## src/shared/dsm_map.svh

```systemverilog
// timing and field constants for the debug serial memory port
`ifndef DSM_MAP_SVH
`define DSM_MAP_SVH
`define DSM_CMD_WIDTH      8
`define DSM_WORD_WIDTH     16
`define DSM_CMD_WRITE      8'h02
`define DSM_CMD_READ       8'h03
`define DSM_RESET_SCLK     2
`define DSM_SCLK_DIV       8
`define DSM_WRITE_BITS     40
`define DSM_READ_BITS      56
`endif

```

## src/shared/dsm_pkg.sv

```systemverilog
// types shared by both ends of the debug serial memory port
package dsm_pkg;
    typedef enum logic [2:0] {
        DSM_IDLE = 3'b000,
        DSM_CMD  = 3'b001,
        DSM_ADDR = 3'b010,
        DSM_WDAT = 3'b011,
        DSM_RDAT = 3'b100,
        DSM_SKIP = 3'b101
    } dsm_state_t;
    typedef enum logic [1:0] {
        DSM_M_IDLE = 2'b00,
        DSM_M_RUN  = 2'b01,
        DSM_M_GAP  = 2'b10
    } dsm_mstate_t;
endpackage : dsm_pkg

```

## src/shared/dsm_link_if.sv

```systemverilog
// serial link between debug master and device slave
`timescale 1ns/1ps
interface dsm_link_if;
    logic selectN;
    logic sclk;
    logic mosi;
    logic miso;
    modport master (output selectN, output sclk, output mosi, input miso);
    modport slave  (input selectN, input sclk, input mosi, output miso);
endinterface : dsm_link_if

```

## src/logic/dsm_sync.sv

```systemverilog
// two-flop synchroniser for asynchronous pin inputs
`timescale 1ns/1ps
module dsm_sync #(
    parameter int WIDTH = 1
) (
    // clock and reset
    input  wire logic             clock,
    input  wire logic             resetn,
    // data
    input  wire logic [WIDTH-1:0] asyncIn,
    output logic      [WIDTH-1:0] syncOut
);
    logic [WIDTH-1:0] stage1;

    always_ff @(posedge clock or negedge resetn) begin
        if (!resetn) begin
            stage1  <= '0;
            syncOut <= '0;
        end else begin
            stage1  <= asyncIn;
            syncOut <= stage1;
        end
    end
endmodule : dsm_sync

```

## src/logic/dsm_slave.sv

```systemverilog
// device end: serial slave giving debug access to a 16-bit word space
`timescale 1ns/1ps
`include "dsm_map.svh"
module dsm_slave
    import dsm_pkg::*;
#(
    parameter int AW = 16,
    parameter int DW = 16
) (
    // system
    input  wire logic          clock,
    input  wire logic          resetn,
    // link
    dsm_link_if.slave          link,
    // memory side
    output logic               memWrite,
    output logic               memRead,
    output logic [AW-1:0]      memAddr,
    output logic [DW-1:0]      memWdata,
    input  wire logic [DW-1:0] memRdata,
    // processor state
    input  wire logic          cpuHalted
);
    logic [2:0]     pinSync;
    logic           selN;
    logic           sck;
    logic           sdi;
    logic           sckLast;
    logic           selLast;
    logic           rise;
    logic           fall;
    dsm_state_t     state;
    logic [4:0]     bitCount;
    logic [DW-1:0]  shiftIn;
    logic [DW-1:0]  shiftOut;
    logic [7:0]     command;
    logic [AW-1:0]  address;
    logic           isRead;
    logic [1:0]     highCount;
    logic           pendingRead;
    logic           misoReg;
    logic [DW-1:0]  nextShiftIn;
    logic           checkPhase;

    dsm_sync #(.WIDTH(3)) u_sync (
        .clock   (clock),
        .resetn  (resetn),
        .asyncIn ({link.selectN, link.sclk, link.mosi}),
        .syncOut (pinSync)
    );
    assign selN        = pinSync[2];
    assign sck         = pinSync[1];
    assign sdi         = pinSync[0];
    assign rise        = sck && !sckLast;
    assign fall        = !sck && sckLast;
    assign nextShiftIn = {shiftIn[DW-2:0], sdi};
    assign link.miso   = misoReg;

    always_ff @(posedge clock or negedge resetn) begin
        if (!resetn) begin
            sckLast <= 1'b0;
            selLast <= 1'b1;
        end else begin
            sckLast <= sck;
            selLast <= selN;
        end
    end

    // counts serial clocks while deselected; the reset condition
    always_ff @(posedge clock or negedge resetn) begin
        if (!resetn) begin
            highCount <= 2'h0;
        end else if (!selN) begin
            highCount <= 2'h0;
        end else if (rise && highCount != 2'(`DSM_RESET_SCLK)) begin
            highCount <= highCount + 2'h1;
        end
    end

    // transaction state; runs regardless of processor state
    always_ff @(posedge clock or negedge resetn) begin
        if (!resetn) begin
            state    <= DSM_IDLE;
            bitCount <= 5'h0;
            shiftIn  <= '0;
            command  <= 8'h00;
            address  <= '0;
            isRead   <= 1'b0;
        end else if (selN) begin
            // select rise ends the access
            if (highCount == 2'(`DSM_RESET_SCLK) || selLast == 1'b0) begin
                state <= DSM_IDLE;
            end
            bitCount <= 5'h0;
            isRead   <= 1'b0;
        end else if (rise) begin
            shiftIn  <= nextShiftIn;
            bitCount <= bitCount + 5'h1;
            case (state)
                DSM_IDLE, DSM_CMD: begin
                    state <= DSM_CMD;
                    if (bitCount == 5'(`DSM_CMD_WIDTH - 1)) begin
                        command  <= nextShiftIn[7:0];
                        bitCount <= 5'h0;
                        state    <= DSM_ADDR;
                    end
                end
                DSM_ADDR: begin
                    if (bitCount == 5'(`DSM_WORD_WIDTH - 1)) begin
                        address  <= nextShiftIn;
                        bitCount <= 5'h0;
                        if (command == `DSM_CMD_WRITE) begin
                            state <= DSM_WDAT;
                        end else if (command == `DSM_CMD_READ) begin
                            state  <= DSM_RDAT;
                            isRead <= 1'b1;
                        end else begin
                            state <= DSM_SKIP;
                        end
                    end
                end
                DSM_WDAT: begin
                    if (bitCount == 5'(`DSM_WORD_WIDTH - 1)) begin
                        bitCount <= 5'h0;
                    end
                end
                DSM_RDAT: begin
                    if (bitCount == 5'(`DSM_WORD_WIDTH - 1)) begin
                        bitCount <= 5'h0;
                    end
                end
                DSM_SKIP: begin
                    bitCount <= 5'h0;
                end
                default: begin
                    state <= DSM_IDLE;
                end
            endcase
        end else if (memWrite || (memRead && isRead)) begin
            address <= address + AW'(1);
        end
    end

    // high while the check word goes out, so the first fetched word is not
    // replaced before it has been shifted
    always_ff @(posedge clock or negedge resetn) begin
        if (!resetn) begin
            checkPhase <= 1'b0;
        end else if (selN) begin
            checkPhase <= 1'b0;
        end else if (rise && state == DSM_ADDR && bitCount == 5'(`DSM_WORD_WIDTH - 1)) begin
            checkPhase <= 1'b1;
        end else if (rise && state == DSM_RDAT && bitCount == 5'(`DSM_WORD_WIDTH - 1)) begin
            checkPhase <= 1'b0;
        end
    end

    // memory strobes, one clock each
    always_ff @(posedge clock or negedge resetn) begin
        if (!resetn) begin
            memWrite <= 1'b0;
            memRead  <= 1'b0;
            memAddr  <= '0;
            memWdata <= '0;
        end else begin
            memWrite <= !selN && rise && state == DSM_WDAT
                        && bitCount == 5'(`DSM_WORD_WIDTH - 1);
            memWdata <= nextShiftIn;
            memRead  <= !selN && rise && ((state == DSM_ADDR
                        && bitCount == 5'(`DSM_WORD_WIDTH - 1)
                        && command == `DSM_CMD_READ)
                        || (state == DSM_RDAT && bitCount == 5'h0 && !checkPhase));
            memAddr  <= (state == DSM_ADDR) ? nextShiftIn : address;
        end
    end

    // output shifter; check word then data words
    always_ff @(posedge clock or negedge resetn) begin
        if (!resetn) begin
            shiftOut    <= '0;
            pendingRead <= 1'b0;
            misoReg     <= 1'b0;
        end else if (selN) begin
            misoReg     <= cpuHalted;
            pendingRead <= 1'b0;
        end else begin
            if (memRead) begin
                pendingRead <= 1'b1;
            end
            if (rise && state == DSM_ADDR && bitCount == 5'(`DSM_WORD_WIDTH - 1)) begin
                shiftOut <= {command, nextShiftIn[15:8]};
            end else if (fall && state == DSM_RDAT) begin
                if (bitCount == 5'h0 && pendingRead && !checkPhase) begin
                    misoReg     <= memRdata[DW-1];
                    shiftOut    <= {memRdata[DW-2:0], 1'b0};
                    pendingRead <= 1'b0;
                end else begin
                    misoReg  <= shiftOut[DW-1];
                    shiftOut <= {shiftOut[DW-2:0], 1'b0};
                end
            end
        end
    end
endmodule : dsm_slave

```

## src/flat_wrapper.sv

```systemverilog
// flat-port wrapper written by rule: the top's interface ports become plain ports
module dsm_slave_flat import dsm_pkg::*;
#(
    parameter int AW = 16,
    parameter int DW = 16
)
  (clock, resetn, memWrite, memRead, memAddr, memWdata, memRdata, cpuHalted, link_selectN, link_sclk, link_mosi, link_miso);
  dsm_link_if link_i ();
  input  wire logic clock;
  input  wire logic resetn;
  output logic memWrite;
  output logic memRead;
  output logic [AW-1:0] memAddr;
  output logic [DW-1:0] memWdata;
  input  wire logic [DW-1:0] memRdata;
  input  wire logic cpuHalted;
  input wire logic [$bits(link_i.selectN)-1:0] link_selectN;
  input wire logic [$bits(link_i.sclk)-1:0] link_sclk;
  input wire logic [$bits(link_i.mosi)-1:0] link_mosi;
  output wire logic [$bits(link_i.miso)-1:0] link_miso;
  assign link_i.selectN = link_selectN;
  assign link_i.sclk = link_sclk;
  assign link_i.mosi = link_mosi;
  assign link_miso = link_i.miso;
  dsm_slave #(.AW(AW), .DW(DW)) u_core (.clock(clock), .resetn(resetn), .link(link_i), .memWrite(memWrite), .memRead(memRead), .memAddr(memAddr), .memWdata(memWdata), .memRdata(memRdata), .cpuHalted(cpuHalted));
endmodule
```

## config.mk

```make
export PLATFORM = sky130hd
export DESIGN_NAME = dsm_slave_flat
export DESIGN_NICKNAME = d
export VERILOG_FILES = /design/src/shared/dsm_pkg.sv /design/src/shared/dsm_link_if.sv /design/src/logic/dsm_sync.sv /design/src/logic/dsm_slave.sv /design/src/flat_wrapper.sv
export VERILOG_INCLUDE_DIRS = /design/src /design/src/shared
export SDC_FILE = /design/constraint.sdc
export NUM_CORES = 1
export LEC_CHECK = 0
export ABC_AREA = 1
export BUFFER_PORTS_ARGS = -buffer_cell sky130_fd_sc_hd__buf_4
export CORE_MARGIN = 2
export CORE_UTILIZATION = 45
export DETAILED_ROUTE_END_ITERATION = 16
export HOLD_SLACK_MARGIN = 0.05
export PLACE_DENSITY = 0.74
export SETUP_SLACK_MARGIN = 0.1
export SYNTH_ARGS = -nofsm -noshare
export SYNTH_HDL_FRONTEND = slang
export SYNTH_SLANG_ARGS = --single-unit
export TNS_END_PERCENT = 10
```

## constraint.sdc

```tcl
create_clock -name clock -period 2.25 [get_ports clock]
set_input_delay 0.1125 -clock clock [delete_from_list [all_inputs] [get_ports clock]]
set_output_delay 0.1125 -clock clock [all_outputs]
set_load 0.05 [all_outputs]
```

; Word-level counts from Yosys, hierarchy flattened
; Index checks and enable logic that the tools add are counted.
[classes]
n_addsub = 3
eq_ne = 19
mux = 41
bitwise_logic = 2
reduce_logical = 46
[ops]
columns = operator, n
row1 = 2-to-1 mux 16 bit, 8
row2 = 2-to-1 mux 5 bit, 4
row3 = logical AND 1 bit, 19
row4 = 2-to-1 mux 1 bit, 19
row5 = adder 16 x 1 -> 16 bit (second input constant), 1
row6 = equality test 8 x 2 -> 1 bit (second input constant), 2
row7 = 2-to-1 mux 3 bit, 5
row8 = case mux 5 bit (3 select lines), 1
row9 = nonzero test 2 bit, 7
row10 = AND reduction 4 bit, 3
row11 = inequality test 2 bit (second input constant), 5
row12 = case mux 3 bit (3 select lines), 1
row13 = equality test 3 x 2 -> 1 bit (second input constant), 2
row14 = equality test 3 bit (second input constant), 2
row15 = 2-to-1 mux 2 bit, 3
row16 = inequality test 2 x 1 -> 1 bit (second input constant), 3
row17 = AND reduction 2 bit, 3
row18 = OR reduction 3 bit, 2
row19 = adder 5 x 1 -> 5 bit (second input constant), 1
row20 = equality test 5 x 3 -> 1 bit (second input constant), 1
row21 = equality test 5 x 4 -> 1 bit (second input constant), 1
row22 = logical NOT 5 bit, 1
row23 = AND reduction 5 bit, 1
row24 = logical NOT 1 bit, 4
row25 = 9 further kinds, 12
[totals]
register_bits = 111
input_bits = 22
output_inout_bits = 35

; Depth between registers and ports, before layout
[depth]
ltp_word = 7
ltp_mapped = 13

; By module
; From an unflattened synthesis, not the netlist that was laid out.
[unflattened]
cells_unflattened = 647
hier_area_um2 = 5246.3
[modules_own_cells]
columns = module, instances, cells_per_inst, area_each_um2, seq_area_each_um2
row1 = dsm_slave, 1, 641, 5096.1, 2628.8
row2 = dsm_sync, 1, 6, 150.1, 150.1

; Worst setup path before layout
; OpenSTA, ideal clock, no wires.
[synth_timing]
path_kind = reg2reg
from = register u_core.bitCount[0]
to = register u_core.shiftOut[8]
setup_time_ps = 120
arrival_time_ps = 1649
path_slack_ps = 481
path_stages_with_launch = 13
n_path_buf = 1
synth_period_minus_slack_ps = 1769
path_cell_list = dfrtp_1 > ha_1 > nand2_1 > nor2_1 > ha_1 > nand3_2 > inv_1 > nand2_4 > nand2_2 > nand2_4 > buf_4 > nor2_1 > a21oi_2
[synth_via]
elab_chain_len = 6
elab_cells_between_ends = 10
[synth_lines]
columns = element, line
row1 = "start, declared", dsm_slave.sv:33  ; logic [4:0] bitCount;
row2 = "start signal, assigned", dsm_slave.sv:98  ; bitCount <= bitCount + 5'h1;
row3 = logical NOT 5 bit, dsm_slave.sv:193  ; if (bitCount == 5'h0 && pendingRead && !checkPhase) begin
row4 = logical AND 1 bit (2 in a row), dsm_slave.sv:193
row5 = 2-to-1 mux 16 bit, dsm_slave.sv:193
row6 = 2-to-1 mux 16 bit, dsm_slave.sv:192  ; end else if (fall && state == DSM_RDAT) begin
row7 = 2-to-1 mux 16 bit, dsm_slave.sv:190  ; if (rise && state == DSM_ADDR && bitCount == 5'(`DSM_WORD_WIDTH - 1)) begin
row8 = "end signal, assigned", dsm_slave.sv:191  ; shiftOut <= {command, nextShiftIn[15:8]};
row9 = "end signal, assigned", dsm_slave.sv:195  ; shiftOut <= {memRdata[DW-2:0], 1'b0};
row10 = "end signal, assigned", dsm_slave.sv:199  ; shiftOut <= {shiftOut[DW-2:0], 1'b0};
row11 = "end, declared", dsm_slave.sv:35  ; logic [DW-1:0] shiftOut;
; Parallel ways exist; a longest one is shown, timed or not. The select of a mux whose other input is x is not followed.
; A chain may end at the register's enable or synchronous reset.

; Final worst setup path
[layout_timing]
from = register u_core.bitCount[0]
to = register u_core.shiftOut[11]
; Same word-level chain as after synthesis.

==> results by group <==
Global routing
  • Largest net degree at the start of global routing: 63
  • Overflow after GRT: 0
  • GRT Total Usage: 19.9%
  • Vias in the first global route: 4219
  • First-pass GRT wire length: 19900 microns
  • Antenna violations before repair: 0

Route
  • Routed Wire Length: 11600 microns
  • Via count: 4358
  • Pre-antenna DRT Iters: 4
  • Average wire per standard cell: 13.5 microns
  • Vias/cell: 5.08
  • Initial drt markers: 325
  • DRC: 0
  • Antenna-violating nets left: 0

CTS
  • CTS buffer count: 9
  • Clk slew on worst S/H paths: 70 ps
  • CTS tree: done
  • Latest clock arrival within the worst-skew pair: 360 ps
  • H-tree depth: 3
  • Num Clock Sinks: 111
  • Clock buffer depth: 2
  • Root buffer cell: clkbuf_16

Die
  • Die area: 12400 sq um
  • Placement row count: 39
  • Die Ht: 111 microns
  • Core Area: 11300 sq um
  • Initial Utilization: 45.9%
  • Top-level port count: 57
  • Die width: 111 microns

Power and ir drop
  • Leak: 3.15 nW
  • Cell Pwr Density: 677 nW/um^2
  • Clock share of power: 36.6%
  • Maximum vdd drop: 0.000463 V
  • Pint: 3.01 mW
  • Power Total: 4.15 mW
  • Comb pwr share: 11.3%
  • Flop pwr share: 52.0%
  • Net Sw Frac: 27.4%
  • Net switching power: 1.13 mW

Yosys
  • Syn nets: 677
  • Post-synth top area cell: dfrtp_1
  • Most numerous cell in the Yosys netlist: nand2_1
  • Synth Instances: 649
  • Mean Syn Cell Area: 8.00 sq um
  • FFs w/ async S/R, synth: 100%
  • Synth Flop Type: dfrtp_1
  • Sequential area share after synthesis: 53.5%
  • Synth top area share: 53.0%
  • Yosys warns: 0
  • Seq cells post-synth: 111
  • EDFF count, synth: 0
  • Commonest cells post-synth: 165 x nand2_1, 113 x nor2_1, 110 x dfrtp_1
  • Distinct cells, synth: 34
  • Post-Syn Area: 5190 sq um
  • Area contributors post-synth: dfrtp_1 53%, nand2_1 12%, nor2_1 8.2%, o21ai_0 5.6%, inv_1 5.4%

Flow run
  • Max_cap viols: 0

STA
  • Worst-margin pin slew: 519 ps
  • Fin crit share: 84.7%
  • RSZ-0062 raised after global routing: false
  • # setup viols final: 0
  • Fmax: 0.525 GHz
  • Hold Fails Final Rpt: 0
  • Final Worst Setup Slack: 344 ps
  • Final hold slack: 61.8 ps
  • Fin crit period: 1910 ps
  • Max-Slew Margin vs Limit: 65.4%
  • Final setup TNS: 0 ps
  • Clock Skew: 8.87 ps
  • Max-slew violation count: 0

Critical path
  • Slowest-stage cell, CP: dfrtp_1
  • RR Startpoint: u_core.bitCount[0]
  • Reg2Reg Setup Slack: 340 ps
  • Max stage delay on crit path: 410 ps
  • Crit-path cells: ha_1, nand2_1, nor2_2, ha_1, nand3_2, inv_1, nand2_4, nand2_2, nand2_8, clkinv_8, nor2_1, a21oi_1
  • Worst Setup End Kind: flop
  • R2R cell count: 12
  • Crit path from: u_core.bitCount[0]
  • CP Class: flop to flop
  • Most used cell, CP: ha_1
  • CP startpoint kind: flop
  • Worst EP arrival: 2140 ps
  • Required time of the critical path: 2490 ps
  • CP max FO: 16

Final layout
  • Layout cell share with drive strength beyond 1: 14.1%
  • Fin nets: 738
  • Design Area, Final: 6120 sq um
  • Synth-to-Final Area Change: 17.9%
  • Ant. Diodes: 0

Placed design
  • Final HPWL DP: 8230 microns
  • IO Port Bufs: 56
  • Worst slack at placement: 194 ps
  • RD Place Congestion: 0.897
  • Area post-placement: 5770 sq um

Status
  • Status: finished clean

Worst hold path
  • Hold crit path type: input port to flop
  • Hold-critical path depth: 5
  • Hold wc startpoint: memRdata[15]
repair_timing:
action	in CTS	in global routing
setup buffers	0	1
resized for setup	0	5
hold buffers	5	0
setup endpoints to repair	0	17
hold endpoints to repair	114	0
cells by family after synthesis:
kind of cell / count (synthesis) / synth area share (%)
compound gates: 104 / 10.6
xor+xnor: 5 / 0.843
fa+ha+maj: 6 / 1.45
buf+inv: 101 / 7.88
flops: 111 / 53.5
simple gates: 322 / 25.7
cells in the final DEF, fill, tap and decap left out, types with 2 or more instances in the layout:
| cell | netlist | layout |
|---|---|---|
| clkbuf_16 | 0 | 9 |
| o21ai_1 | 7 | 7 |
| o22ai_1 | 4 | 4 |
| nand3b_1 | 2 | 2 |
| nand2_1 | 165 | 165 |
| xor2_1 | 2 | 2 |
| inv_2 | 4 | 4 |
| nand4_1 | 7 | 7 |
| nand2_4 | 3 | 2 |
| nand3_1 | 20 | 20 |
| dlygate4sd3_1 | 0 | 5 |
| dfrtp_1 | 110 | 110 |
| a21oi_2 | 3 | 3 |
| nor3_1 | 4 | 4 |
| nor2_1 | 113 | 112 |
| nand2_2 | 3 | 3 |
| xnor2_1 | 3 | 3 |
| a21oi_1 | 26 | 26 |
| o211ai_1 | 3 | 3 |
| clkinv_2 | 0 | 3 |
| inv_1 | 75 | 75 |
| buf_4 | 1 | 65 |
| nor2_4 | 2 | 2 |
| ha_1 | 6 | 6 |
| o21ai_0 | 58 | 58 |
registers in the layout, summed over array words and instances (netlist names):
register,count
u_core.address,16
u_core.bitCount,5
u_core.checkPhase,1
u_core.command,8
u_core.highCount,2
u_core.isRead,1
u_core.link.miso,1
u_core.memAddr,16
u_core.memRead,1
u_core.memWdata,16
u_core.memWrite,1
u_core.pendingRead,1
u_core.sckLast,1
u_core.selLast,1
u_core.shiftIn,15
u_core.shiftOut,16
u_core.state,3
u_core.u_sync.stage1,3
u_core.u_sync.syncOut,3
worst max-delay path: cells and delay by family (launching register included):
family / cells / cell delay, ps
simple gates: 7 / 710
compound gates: 1 / 60
buf+inv: 2 / 190
fa+ha+maj: 2 / 410
flops: 1 / 410
area by class of cell:
type / instances / area (sq um)
Tap cell: 143 / 179
Clock buffer: 11 / 243
Fill cell: 1050 / 5200
Clock inverter: 5 / 32.5
Timing Repair Buffer: 71 / 558
Sequential cell: 111 / 2780
Inverter: 80 / 313
Multi-Input combinational cell: 437 / 2020
path summary, 6_finish.rpt:
kind,to
setup / recovery,u_core.shiftOut[11]
hold / removal,u_core.link.miso
setup reg to reg,u_core.shiftOut[11]
hold reg to reg,u_core.u_sync.syncOut[1]
max in group asynchronous,u_core.shiftOut[7]
min in group asynchronous,u_core.memAddr[4]
layer usage:
layer | wire [microns] | global-route usage [%] | up-vias
met3 | 554 | 3.70 | 22
met4 | 248 | 7.41 | 0
li1 | - | - | 2152
met5 | 0 | 0 | -
met2 | 5670 | 33.1 | 112
met1 | 5130 | 26.1 | 2072
power by group through the flow:
stage          clock [mW]  combinational [mW]  sequential (mW)
2_1_floorplan           0               0.123             2.33
3_3_place_gp            0               0.451             2.19
3_5_place_dp            0               0.464             2.20
4_1_cts              1.55               0.473             2.16
5_1_grt              1.63               0.510             2.17
6_report             1.52               0.469             2.16
metrics by stage:
stage / cells / util, %
2_1_floorplan: 649 / -
3_3_place_gp: 836 / 50.9
3_5_place_dp: 836 / 50.9
4_1_cts: 857 / 53.8
5_1_grt: 858 / 54.1
6_report: 858 / 54.1
Note: power is estimated with default switching activity, not from simulation.
